**src/design/pin_alt_defines.svh**
```systemverilog
`ifndef PIN_ALT_DEFINES_SVH
`define PIN_ALT_DEFINES_SVH

// Register byte offsets
`define OFS_CTRL      8'h00
`define OFS_PA_DIR    8'h04
`define OFS_PA_OUT    8'h08
`define OFS_PB_DIR    8'h0C
`define OFS_PB_OUT    8'h10
`define OFS_PC_MASK_A 8'h14
`define OFS_PC_MASK_B 8'h18
`define OFS_ADC_DIDIS 8'h1C
`define OFS_PA_IN     8'h20
`define OFS_PB_IN     8'h24
`define OFS_IRQ_STAT  8'h28
`define OFS_IRQ_MASK  8'h2C

// Control register fields
`define CTRL_G0_EN_BIT  0
`define CTRL_G1_EN_BIT  1
`define CTRL_PUD_BIT    2

// Reset values
`define RST_BYTE      8'h00
`define RST_CTRL      3'h0
`define RST_IRQ       16'h0000

`endif

```
**src/design/pin_alt_pkg.sv**
```systemverilog
package pin_alt_pkg;

   // Override set feeding one pad
   typedef struct packed {
      logic pullup_ovr_en;
      logic pullup_ovr_val;
      logic dir_ovr_en;
      logic dir_ovr_val;
      logic outval_ovr_en;
      logic outval_ovr_val;
      logic digin_ovr_en;
      logic digin_ovr_val;
   } ovr_t;

   // Port register bits of one pin
   typedef struct packed {
      logic dir;
      logic out;
   } pin_cfg_t;

   // Drive towards one pad; drive_n low while driving
   typedef struct packed {
      logic drive_n;
      logic drive_val;
      logic pullup_en;
   } pad_ctl_t;

   typedef struct packed {
      logic en;
      logic master;
      logic sck_out;
      logic slave_out;
      logic mstr_out;
   } spi_t;

   typedef struct packed {
      logic cmp_a_en;
      logic cmp_a_out;
      logic cmp_b_en;
      logic cmp_b_out;
   } timer0_t;

endpackage : pin_alt_pkg

```
**src/design/port_ab_alt_function_override.sv**
```systemverilog
// Register access over Wishbone and the placing of the registers are this design's own decisions.
`timescale 1ns/1ps
`include "pin_alt_defines.svh"

// What this block does
// - Each port A pin is the pin-change source with its own index 0 to 7.
// - Port A: no pull, direction or value override; input kept on when sensed.
// - Port A pads go straight to converter channels; inputs feed pin-change lines.
// - Port B bit 7 is serial clock; forced input as slave, own direction as master.
// - A serial pin forced to input keeps its pull-up under its port output bit.
// - Port B bit 6 is master-in data; forced input as master, own direction as slave.
// - Port B bit 5 is master-out data; forced input as slave, own direction as master.
// - Port B bit 4 is slave select, forced input as slave, slave active while low.
// - Port B pins 7 to 2 feed pin-change sources 15 to 10.
// - Port B bit 2 also feeds external interrupt two.
// - Port B bits 3 and 2 reach comparator negative and positive inputs ungated.
// - Pull-up on for direction, out, disable 0,1,0 unless override enable decides.
// - Driver follows direction override value when enabled, else direction bit.
// - Input buffer follows override value when enabled, else sleep clamps it.
module port_ab_alt_function_override #(
   parameter int ADR_W = 8
) (
   input  wire  logic                    clk_i,
   input  wire  logic                    rst_i,
   input  wire  logic                    wb_cyc_i,
   input  wire  logic                    wb_stb_i,
   input  wire  logic                    wb_we_i,
   input  wire  logic [ADR_W-1:0]        wb_adr_i,
   input  wire  logic [3:0]              wb_sel_i,
   input  wire  logic [31:0]             wb_dat_i,
   output logic       [31:0]             wb_dat_o,
   output logic                          wb_ack_o,
   output logic                          irq_o,
   input  wire  logic                    sleep_i,
   input  wire  pin_alt_pkg::spi_t       spi_i,
   input  wire  pin_alt_pkg::timer0_t    timer0_i,
   input  wire  logic                    ext_irq_two_en_i,
   input  wire  logic [7:0]              pad_a_i,
   input  wire  logic [7:2]              pad_b_i,
   output pin_alt_pkg::pad_ctl_t [7:0]   pad_a_o,
   output pin_alt_pkg::pad_ctl_t [7:2]   pad_b_o,
   output logic       [7:0]              adc_ch_o,
   output logic                          comparator_neg_in_o,
   output logic                          comparator_pos_in_o,
   output logic       [7:0]              pin_change_src_low_o,
   output logic       [15:10]            pin_change_src_high_o,
   output logic                          ext_irq_two_o,
   output logic                          spi_sck_in_o,
   output logic                          spi_master_in_o,
   output logic                          spi_slave_in_o,
   output logic                          spi_ss_n_o
);
   import pin_alt_pkg::*;

   ////////////////////////////////////////////////////////////////////////////
   // Elaboration check

   if (ADR_W < 6) begin : g_bad_adr
      $error("ADR_W must cover the register map");
   end

   ////////////////////////////////////////////////////////////////////////////
   // Register state

   logic [2:0]  ctrl_reg;
   logic [7:0]  pa_dir_reg;
   logic [7:0]  pa_out_reg;
   logic [7:0]  pb_dir_reg;
   logic [7:0]  pb_out_reg;
   logic [7:0]  pc_mask_a_reg;
   logic [7:0]  pc_mask_b_reg;
   logic [7:0]  adc_didis_reg;
   logic [15:0] irq_stat_reg;
   logic [15:0] irq_mask_reg;
   logic [15:0] prev_reg;
   logic        prime_reg;
   logic        ack_reg;
   logic [31:0] dat_reg;
   logic        irq_reg;

   logic [15:0] irq_stat_next;
   logic [31:0] dat_next;

   ////////////////////////////////////////////////////////////////////////////
   // Bus decode

   function automatic logic hit(input logic [7:0] adr, input logic [7:0] ofs);
      hit = (adr == ofs);
   endfunction : hit

   // Sized cast serves any ADR_W from 6 up; upper bits ignored
   wire [7:0] adr8    = 8'(wb_adr_i);
   wire       req     = wb_cyc_i && wb_stb_i && !ack_reg;
   wire       wr_lo   = req && wb_we_i && wb_sel_i[0];
   wire       wr_hi   = req && wb_we_i && wb_sel_i[1];
   wire       sel_ctl = hit(adr8, `OFS_CTRL);
   wire       sel_pad = hit(adr8, `OFS_PA_DIR);
   wire       sel_pao = hit(adr8, `OFS_PA_OUT);
   wire       sel_pbd = hit(adr8, `OFS_PB_DIR);
   wire       sel_pbo = hit(adr8, `OFS_PB_OUT);
   wire       sel_pma = hit(adr8, `OFS_PC_MASK_A);
   wire       sel_pmb = hit(adr8, `OFS_PC_MASK_B);
   wire       sel_did = hit(adr8, `OFS_ADC_DIDIS);
   wire       sel_pai = hit(adr8, `OFS_PA_IN);
   wire       sel_pbi = hit(adr8, `OFS_PB_IN);
   wire       sel_ist = hit(adr8, `OFS_IRQ_STAT);
   wire       sel_imk = hit(adr8, `OFS_IRQ_MASK);

   ////////////////////////////////////////////////////////////////////////////
   // Control fields

   wire g0_en = ctrl_reg[`CTRL_G0_EN_BIT];
   wire g1_en = ctrl_reg[`CTRL_G1_EN_BIT];
   wire global_pullup_disable   = ctrl_reg[`CTRL_PUD_BIT];

   // Serial role terms
   wire spi_slave  = spi_i.en && !spi_i.master;
   wire spi_master = spi_i.en && spi_i.master;

   ////////////////////////////////////////////////////////////////////////////
   // Port A overrides and pads

   wire [7:0] pa_sense = pc_mask_a_reg & {8{g0_en}};
   wire [7:0] pa_digin;
   ovr_t      ovr_a [7:0];

   for (genvar i = 0; i < 8; i++) begin : g_pa
      assign ovr_a[i] = '{
         pullup_ovr_en:  1'b0,
         pullup_ovr_val: 1'b0,
         dir_ovr_en:     1'b0,
         dir_ovr_val:    1'b0,
         outval_ovr_en:  1'b0,
         outval_ovr_val: 1'b0,
         digin_ovr_en:   pa_sense[i] | adc_didis_reg[i],
         digin_ovr_val:  pa_sense[i]
      };

      pin_ovr_cell u_cell (
         .ovr_i   (ovr_a[i]),
         .cfg_i   ('{dir: pa_dir_reg[i], out: pa_out_reg[i]}),
         .pud_i   (global_pullup_disable),
         .sleep_i (sleep_i),
         .pad_i   (pad_a_i[i]),
         .pad_o   (pad_a_o[i]),
         .digin_o (pa_digin[i])
      );
   end

   // Analog path is the pad itself
   assign adc_ch_o             = pad_a_i;
   assign pin_change_src_low_o = pa_digin;

   ////////////////////////////////////////////////////////////////////////////
   // Port B overrides and pads

   wire [7:2] pb_sense = pc_mask_b_reg[7:2] & {6{g1_en}};
   wire [7:2] pb_digin;
   ovr_t      ovr_b [7:2];

   // Clock pin: input as slave, clock value as master once direction is set
   assign ovr_b[7] = '{
      pullup_ovr_en:  spi_slave,
      pullup_ovr_val: pb_out_reg[7] && !global_pullup_disable,
      dir_ovr_en:     spi_slave,
      dir_ovr_val:    1'b0,
      outval_ovr_en:  spi_master,
      outval_ovr_val: spi_i.sck_out,
      digin_ovr_en:   pb_sense[7],
      digin_ovr_val:  1'b1
   };

   // Master-in pin: input as master, slave data out as slave
   assign ovr_b[6] = '{
      pullup_ovr_en:  spi_master,
      pullup_ovr_val: pb_out_reg[6] && !global_pullup_disable,
      dir_ovr_en:     spi_master,
      dir_ovr_val:    1'b0,
      outval_ovr_en:  spi_slave,
      outval_ovr_val: spi_i.slave_out,
      digin_ovr_en:   pb_sense[6],
      digin_ovr_val:  1'b1
   };

   assign ovr_b[5] = '{
      pullup_ovr_en:  spi_slave,
      pullup_ovr_val: pb_out_reg[5] && !global_pullup_disable,
      dir_ovr_en:     spi_slave,
      dir_ovr_val:    1'b0,
      outval_ovr_en:  spi_master,
      outval_ovr_val: spi_i.mstr_out,
      digin_ovr_en:   pb_sense[5],
      digin_ovr_val:  1'b1
   };

   // Select pin shares the compare B output
   assign ovr_b[4] = '{
      pullup_ovr_en:  spi_slave,
      pullup_ovr_val: pb_out_reg[4] && !global_pullup_disable,
      dir_ovr_en:     spi_slave,
      dir_ovr_val:    1'b0,
      outval_ovr_en:  timer0_i.cmp_b_en,
      outval_ovr_val: timer0_i.cmp_b_out,
      digin_ovr_en:   pb_sense[4],
      digin_ovr_val:  1'b1
   };

   // Compare A value only reaches the pad once direction is set
   assign ovr_b[3] = '{
      pullup_ovr_en:  1'b0,
      pullup_ovr_val: 1'b0,
      dir_ovr_en:     1'b0,
      dir_ovr_val:    1'b0,
      outval_ovr_en:  timer0_i.cmp_a_en,
      outval_ovr_val: timer0_i.cmp_a_out,
      digin_ovr_en:   pb_sense[3],
      digin_ovr_val:  1'b1
   };

   // Enabled external interrupt keeps the input alive in sleep
   assign ovr_b[2] = '{
      pullup_ovr_en:  1'b0,
      pullup_ovr_val: 1'b0,
      dir_ovr_en:     1'b0,
      dir_ovr_val:    1'b0,
      outval_ovr_en:  1'b0,
      outval_ovr_val: 1'b0,
      digin_ovr_en:   ext_irq_two_en_i | pb_sense[2],
      digin_ovr_val:  1'b1
   };

   for (genvar j = 2; j < 8; j++) begin : g_pb
      pin_ovr_cell u_cell (
         .ovr_i   (ovr_b[j]),
         .cfg_i   ('{dir: pb_dir_reg[j], out: pb_out_reg[j]}),
         .pud_i   (global_pullup_disable),
         .sleep_i (sleep_i),
         .pad_i   (pad_b_i[j]),
         .pad_o   (pad_b_o[j]),
         .digin_o (pb_digin[j])
      );
   end

   ////////////////////////////////////////////////////////////////////////////
   // Port B inputs to peripherals

   assign pin_change_src_high_o = pb_digin;
   assign ext_irq_two_o         = pb_digin[2];
   assign spi_sck_in_o          = pb_digin[7];
   assign spi_master_in_o       = pb_digin[6];
   assign spi_slave_in_o        = pb_digin[5];
   // Pin level through the input buffer, low selects the slave
   assign spi_ss_n_o            = pb_digin[4];
   // No gating: comparator sees the pad even with input clamped
   assign comparator_neg_in_o   = pad_b_i[3];
   assign comparator_pos_in_o   = pad_b_i[2];

   ////////////////////////////////////////////////////////////////////////////
   // Pin-change events

   wire [15:0] src_all = {pb_digin, 2'b00, pa_digin};
   wire [15:0] evt_en  = {pb_sense, 2'b00, pa_sense};
   // Prime stops a false event from reset-time history
   wire [15:0] evt     = evt_en & (src_all ^ prev_reg) & {16{prime_reg}};
   wire [15:0] w1c     = {(wr_hi && sel_ist) ? wb_dat_i[15:8] : 8'h00,
                          (wr_lo && sel_ist) ? wb_dat_i[7:0]  : 8'h00};

   // Set wins over a clear in the same cycle
   assign irq_stat_next = (irq_stat_reg & ~w1c) | evt;

   ////////////////////////////////////////////////////////////////////////////
   // Read mux

   always_comb begin
      dat_next = 32'h0000_0000;
      unique case (1'b1)
         sel_ctl: dat_next[2:0]  = ctrl_reg;
         sel_pad: dat_next[7:0]  = pa_dir_reg;
         sel_pao: dat_next[7:0]  = pa_out_reg;
         sel_pbd: dat_next[7:0]  = pb_dir_reg;
         sel_pbo: dat_next[7:0]  = pb_out_reg;
         sel_pma: dat_next[7:0]  = pc_mask_a_reg;
         sel_pmb: dat_next[7:0]  = pc_mask_b_reg;
         sel_did: dat_next[7:0]  = adc_didis_reg;
         sel_pai: dat_next[7:0]  = pa_digin;
         sel_pbi: dat_next[7:0]  = {pb_digin, 2'b00};
         sel_ist: dat_next[15:0] = irq_stat_reg;
         sel_imk: dat_next[15:0] = irq_mask_reg;
         default: dat_next       = 32'h0000_0000;
      endcase
   end

   ////////////////////////////////////////////////////////////////////////////
   // Bus handshake, one wait state, unmapped reads zero

   always_ff @(posedge clk_i) begin
      if (rst_i) begin
         ack_reg <= 1'b0;
         dat_reg <= 32'h0000_0000;
      end else begin
         ack_reg <= req;
         dat_reg <= (req && !wb_we_i) ? dat_next : 32'h0000_0000;
      end
   end

   ////////////////////////////////////////////////////////////////////////////
   // Writable registers

   always_ff @(posedge clk_i) begin
      if (rst_i) begin
         ctrl_reg      <= `RST_CTRL;
         pa_dir_reg    <= `RST_BYTE;
         pa_out_reg    <= `RST_BYTE;
         pb_dir_reg    <= `RST_BYTE;
         pb_out_reg    <= `RST_BYTE;
         pc_mask_a_reg <= `RST_BYTE;
         pc_mask_b_reg <= `RST_BYTE;
         adc_didis_reg <= `RST_BYTE;
      end else if (wr_lo) begin
         if (sel_ctl) ctrl_reg      <= wb_dat_i[2:0];
         if (sel_pad) pa_dir_reg    <= wb_dat_i[7:0];
         if (sel_pao) pa_out_reg    <= wb_dat_i[7:0];
         if (sel_pbd) pb_dir_reg    <= wb_dat_i[7:0];
         if (sel_pbo) pb_out_reg    <= wb_dat_i[7:0];
         if (sel_pma) pc_mask_a_reg <= wb_dat_i[7:0];
         if (sel_pmb) pc_mask_b_reg <= wb_dat_i[7:0];
         if (sel_did) adc_didis_reg <= wb_dat_i[7:0];
      end
   end

   always_ff @(posedge clk_i) begin
      if (rst_i) begin
         irq_mask_reg <= `RST_IRQ;
      end else begin
         if (wr_lo && sel_imk) irq_mask_reg[7:0]  <= wb_dat_i[7:0];
         if (wr_hi && sel_imk) irq_mask_reg[15:8] <= wb_dat_i[15:8];
      end
   end

   ////////////////////////////////////////////////////////////////////////////
   // Event status and interrupt line

   always_ff @(posedge clk_i) begin
      if (rst_i) begin
         irq_stat_reg <= `RST_IRQ;
         prev_reg     <= `RST_IRQ;
         prime_reg    <= 1'b0;
         irq_reg      <= 1'b0;
      end else begin
         irq_stat_reg <= irq_stat_next;
         prev_reg     <= src_all;
         prime_reg    <= 1'b1;
         irq_reg      <= |(irq_stat_next & irq_mask_reg);
      end
   end

   assign wb_ack_o = ack_reg;
   assign wb_dat_o = dat_reg;
   assign irq_o    = irq_reg;

endmodule : port_ab_alt_function_override

```
**src/design/pin_ovr_cell.sv**
```systemverilog
`timescale 1ns/1ps

module pin_ovr_cell (
   input  wire  pin_alt_pkg::ovr_t     ovr_i,
   input  wire  pin_alt_pkg::pin_cfg_t cfg_i,
   input  wire  logic                  pud_i,
   input  wire  logic                  sleep_i,
   input  wire  logic                  pad_i,
   output pin_alt_pkg::pad_ctl_t       pad_o,
   output logic                        digin_o
);
   import pin_alt_pkg::*;

   wire drive_en;
   wire in_en;

   assign pad_o.pullup_en = ovr_i.pullup_ovr_en ? ovr_i.pullup_ovr_val
                          : (!cfg_i.dir && cfg_i.out && !pud_i);
   assign drive_en        = ovr_i.dir_ovr_en ? ovr_i.dir_ovr_val : cfg_i.dir;
   assign pad_o.drive_n   = !drive_en;
   assign pad_o.drive_val = ovr_i.outval_ovr_en ? ovr_i.outval_ovr_val : cfg_i.out;
   // Clamp input in sleep unless an alternate function needs it
   assign in_en           = ovr_i.digin_ovr_en ? ovr_i.digin_ovr_val : !sleep_i;
   assign digin_o         = pad_i & in_en;

endmodule : pin_ovr_cell

```
**config.mk**
```make
export PLATFORM = sky130hd
export DESIGN_NAME = port_ab_alt_function_override
export DESIGN_NICKNAME = d
export VERILOG_FILES = /design/src/design/pin_alt_pkg.sv /design/src/design/port_ab_alt_function_override.sv /design/src/design/pin_ovr_cell.sv
export VERILOG_INCLUDE_DIRS = /design/src /design/src/design
export SDC_FILE = /design/constraint.sdc
export NUM_CORES = 1
export LEC_CHECK = 0
export ABC_AREA = 0
export BUFFER_PORTS_ARGS = -buffer_cell sky130_fd_sc_hd__buf_2
export CAP_MARGIN = 10
export CORE_ASPECT_RATIO = 0.5
export CORE_MARGIN = 4
export CORE_UTILIZATION = 50
export CTS_CLUSTER_SIZE = 24
export DETAILED_ROUTE_END_ITERATION = 8
export HOLD_SLACK_MARGIN = 0.05
export PLACE_DENSITY = 0.78
export SETUP_SLACK_MARGIN = 0.5
export SKIP_CTS_REPAIR_TIMING = 1
export SYNTH_ARGS = -nofsm -noshare
export SYNTH_HDL_FRONTEND = slang
export SYNTH_SLANG_ARGS = --single-unit
export TNS_END_PERCENT = 50
```
**constraint.sdc**
```tcl
create_clock -name clk_i -period 3.63 [get_ports clk_i]
set_input_delay 0.9075 -clock clk_i [delete_from_list [all_inputs] [get_ports clk_i]]
set_output_delay 0.9075 -clock clk_i [all_outputs]
set_load 0.1 [all_outputs]
```
==> flow_metrics.env <==
export IMPL_wl_per_cell_um=18.88
export IMPL_worstMarginPinSlew_ns=0.9483
export IMPL_ir_drop_mv=0.2417
export IMPL_drv_cap=0
export IMPL_worstSkewPairLatency_ns=0.42
export IMPL_cts_inserted_buffers=17
export IMPL_worst_r2r_cell_count=6
export IMPL_place_gp_congestion=0.9477
export IMPL_dieHeight_um=84.83
export IMPL_fin_crit_sh=0.8371
export IMPL_die_width_um=161.7
export IMPL_cp_required_ns=2.72
export IMPL_fmax_mhz=329.1
export IMPL_fin_util=0.6471
export IMPL_core_area_um2=11250
export IMPL_clock_path_buffers=2
export IMPL_ioPinCount=179
export IMPL_avgSynthCellArea_um2=8.131
export IMPL_crit_buf_inv=2
export IMPL_crit_cells=4
export IMPL_drtPass1Iterations=7
export IMPL_end_kind="primary output"
export IMPL_cp_common_cell="buf_2"
export IMPL_vias=5944
export IMPL_timing_final_crit_period_ns=3.039
export IMPL_min_delay_path_class="flop to flop"
export IMPL_port_buffer_count=144
export IMPL_path_delay_family="buffers and inverters"
export IMPL_ys_seq_area_frac=0.4205
export IMPL_hpwlAfterDp_um=13310
export IMPL_cp_slowest_stage_delay_ns=0.45
export IMPL_grt_max_degree=86
export IMPL_area_growth_pct=23.31
export IMPL_slew_viol_final=0
export IMPL_wl_um=19030
export IMPL_skew_ns=0.007606
export IMPL_nets=911
export IMPL_dpl_cell_area_um2=6638
export IMPL_syn_area_um2=5903
export IMPL_fin_area_um2=7279
export IMPL_path_cells="buf_2 > o21ai_0 > and2_1 > buf_2"
export IMPL_async_flop_share=0
export IMPL_start_util=0.5247
export IMPL_antenna_found_initial=0
export IMPL_finalSetupViolCount=0
export IMPL_layout_drive_gt1_share=0.2580
export IMPL_drc=0
export IMPL_path_class="input port to primary output"
export IMPL_ys_warn_count=0
export IMPL_pwr_density_cell_nw_per_um2=499.0
export IMPL_track_usage=0.2724
export IMPL_synthCells=726
export IMPL_n_antenna_cell=0
export IMPL_grt_pass1_wl_um=29410
export IMPL_grt_pass1_vias=5346
export IMPL_arrival_ns=2.13
export IMPL_rsz0062_at_grt="no"
export IMPL_drtIter0Drc=928
export IMPL_cp_start_kind="input port"
export IMPL_rows=27
export IMPL_cts_sinks=124
export IMPL_grt_overflow=0
export IMPL_relSlewSlack=0.3678
export IMPL_ys_ff_latch=124
export IMPL_synth_edf_count=0
export IMPL_cts_root_buf="clkbuf_16"
export IMPL_finalHoldViolCount=0
export IMPL_cts_tree="yes"
export IMPL_vias_per_cell=5.897
export IMPL_die_area_um2=13710
export IMPL_yosys_most_used_dff="dfxtp_1"
export IMPL_critPathSlowestCell="buf_2"
export IMPL_cellLeakagePower_nw=2.905
export IMPL_critPathMaxFanout=14
export IMPL_cts_htree_levels=4
export IMPL_final_cell_mix="buf_2 (144), dfxtp_1 (124), nand2_1 (116)"
export IMPL_hold_depth=1
export IMPL_status="finished clean"
export IMPL_clk_pin_slew_worst_paths_ns=0.05
export IMPL_ys_types=49
export IMPL_layout_commonest_cell="buf_2"
export IMPL_final_antenna_net_count=0
-- cells in the mapped netlist, types with 11 or more instances --
cell type    n  area share
dfxtp_1    124        0.42
nand3_1     71       0.060
inv_1       17       0.011
and3_1      18       0.019
a222oi_1    13       0.022
nor2_1      40       0.025
xor2_1      13       0.019
and2_1      18       0.019
buf_4       41       0.052
nand2_1    116       0.074
nor3b_1     11       0.014
a22oi_1     18       0.023
o21ai_0     13       0.011
a21boi_0    13       0.017
clkbuf_1    44       0.028
a21oi_1     77       0.065
-- kinds of logic (layout without fill, tap and decap cells) --
family          Yosys count  after routing  share of synthesized area
simple gates            297            297                     0.2440
xor+xnor                 14             14                    0.02077
buf+inv                 106            214                    0.09623
other cells               1             16                  0.0006353
mux                      14             14                    0.02501
flops                   124            124                     0.4205
compound gates          170            170                     0.1929
-- worst reg2reg max path, cell delays in order (launching register included) --
cell and delay (ns):
dfxtp_1 0.31, nand4b_1 0.50, o41ai_1 0.47, o21ai_1 0.18
a2111oi_2 0.44, o2111a_1 0.23, a41oi_1 0.08
-- layout make-up --
| type | count | area, um^2 |
|---|---|---|
| inverter | 17 | 63.81 |
| sequential | 124 | 2482 |
| fill | 968 | 3970 |
| multi-input combinational | 511 | 2994 |
| clock buffer | 24 | 481.7 |
| clock inverter | 7 | 160.2 |
| tap | 159 | 198.9 |
| timing repair buffer | 166 | 898.4 |
-- per-layer routing --
metal	vias up	track usage	wire length, um
met3	34	0.07132	2509
met5	-	0	0
met1	2769	0.4009	8190
met2	402	0.3883	8031
met4	0	0.08749	298
li1	2739	-	-
-- power breakdown --
group          switching, mW  leakage (nW)  internal (mW)  total [mW]
clock network          0.596         0.314           1.27        1.86
registers            0.00342          1.00           1.37        1.37
logic                  0.331          1.59         0.0654       0.397
total                  0.930          2.90           2.70        3.63
-- worst paths after layout --
path                            slack [ns]      from                      end
worst max-delay path                  0.59   sleep_i  pin_change_src_low_o[5]
worst min-delay path                  0.45  wb_ack_o                 wb_ack_o
worst max register to register        1.25  wb_ack_o                    irq_o
worst min register to register        0.45  wb_ack_o                 wb_ack_o
-- through the flow --
step | setup TNS, ns | power, mW | setup WS (ns) | cells | hold WS [ns]
finish | 0 | 3.633 | 0.5915 | 1008 | 0.4494
global route | 0 | 3.729 | 0.5046 | 1008 | 0.4798
CTS | 0 | 3.634 | 0.6329 | 1008 | 0.4513
detailed placement | 0 | 1.792 | 0.3101 | 977 | 0.4462
global placement | 0 | 1.790 | 0.3253 | 977 | 0.4275
floorplan | -0.2302 | 1.737 | -0.1151 | 741 | 0.4357
(Power assumes the default switching activity.)
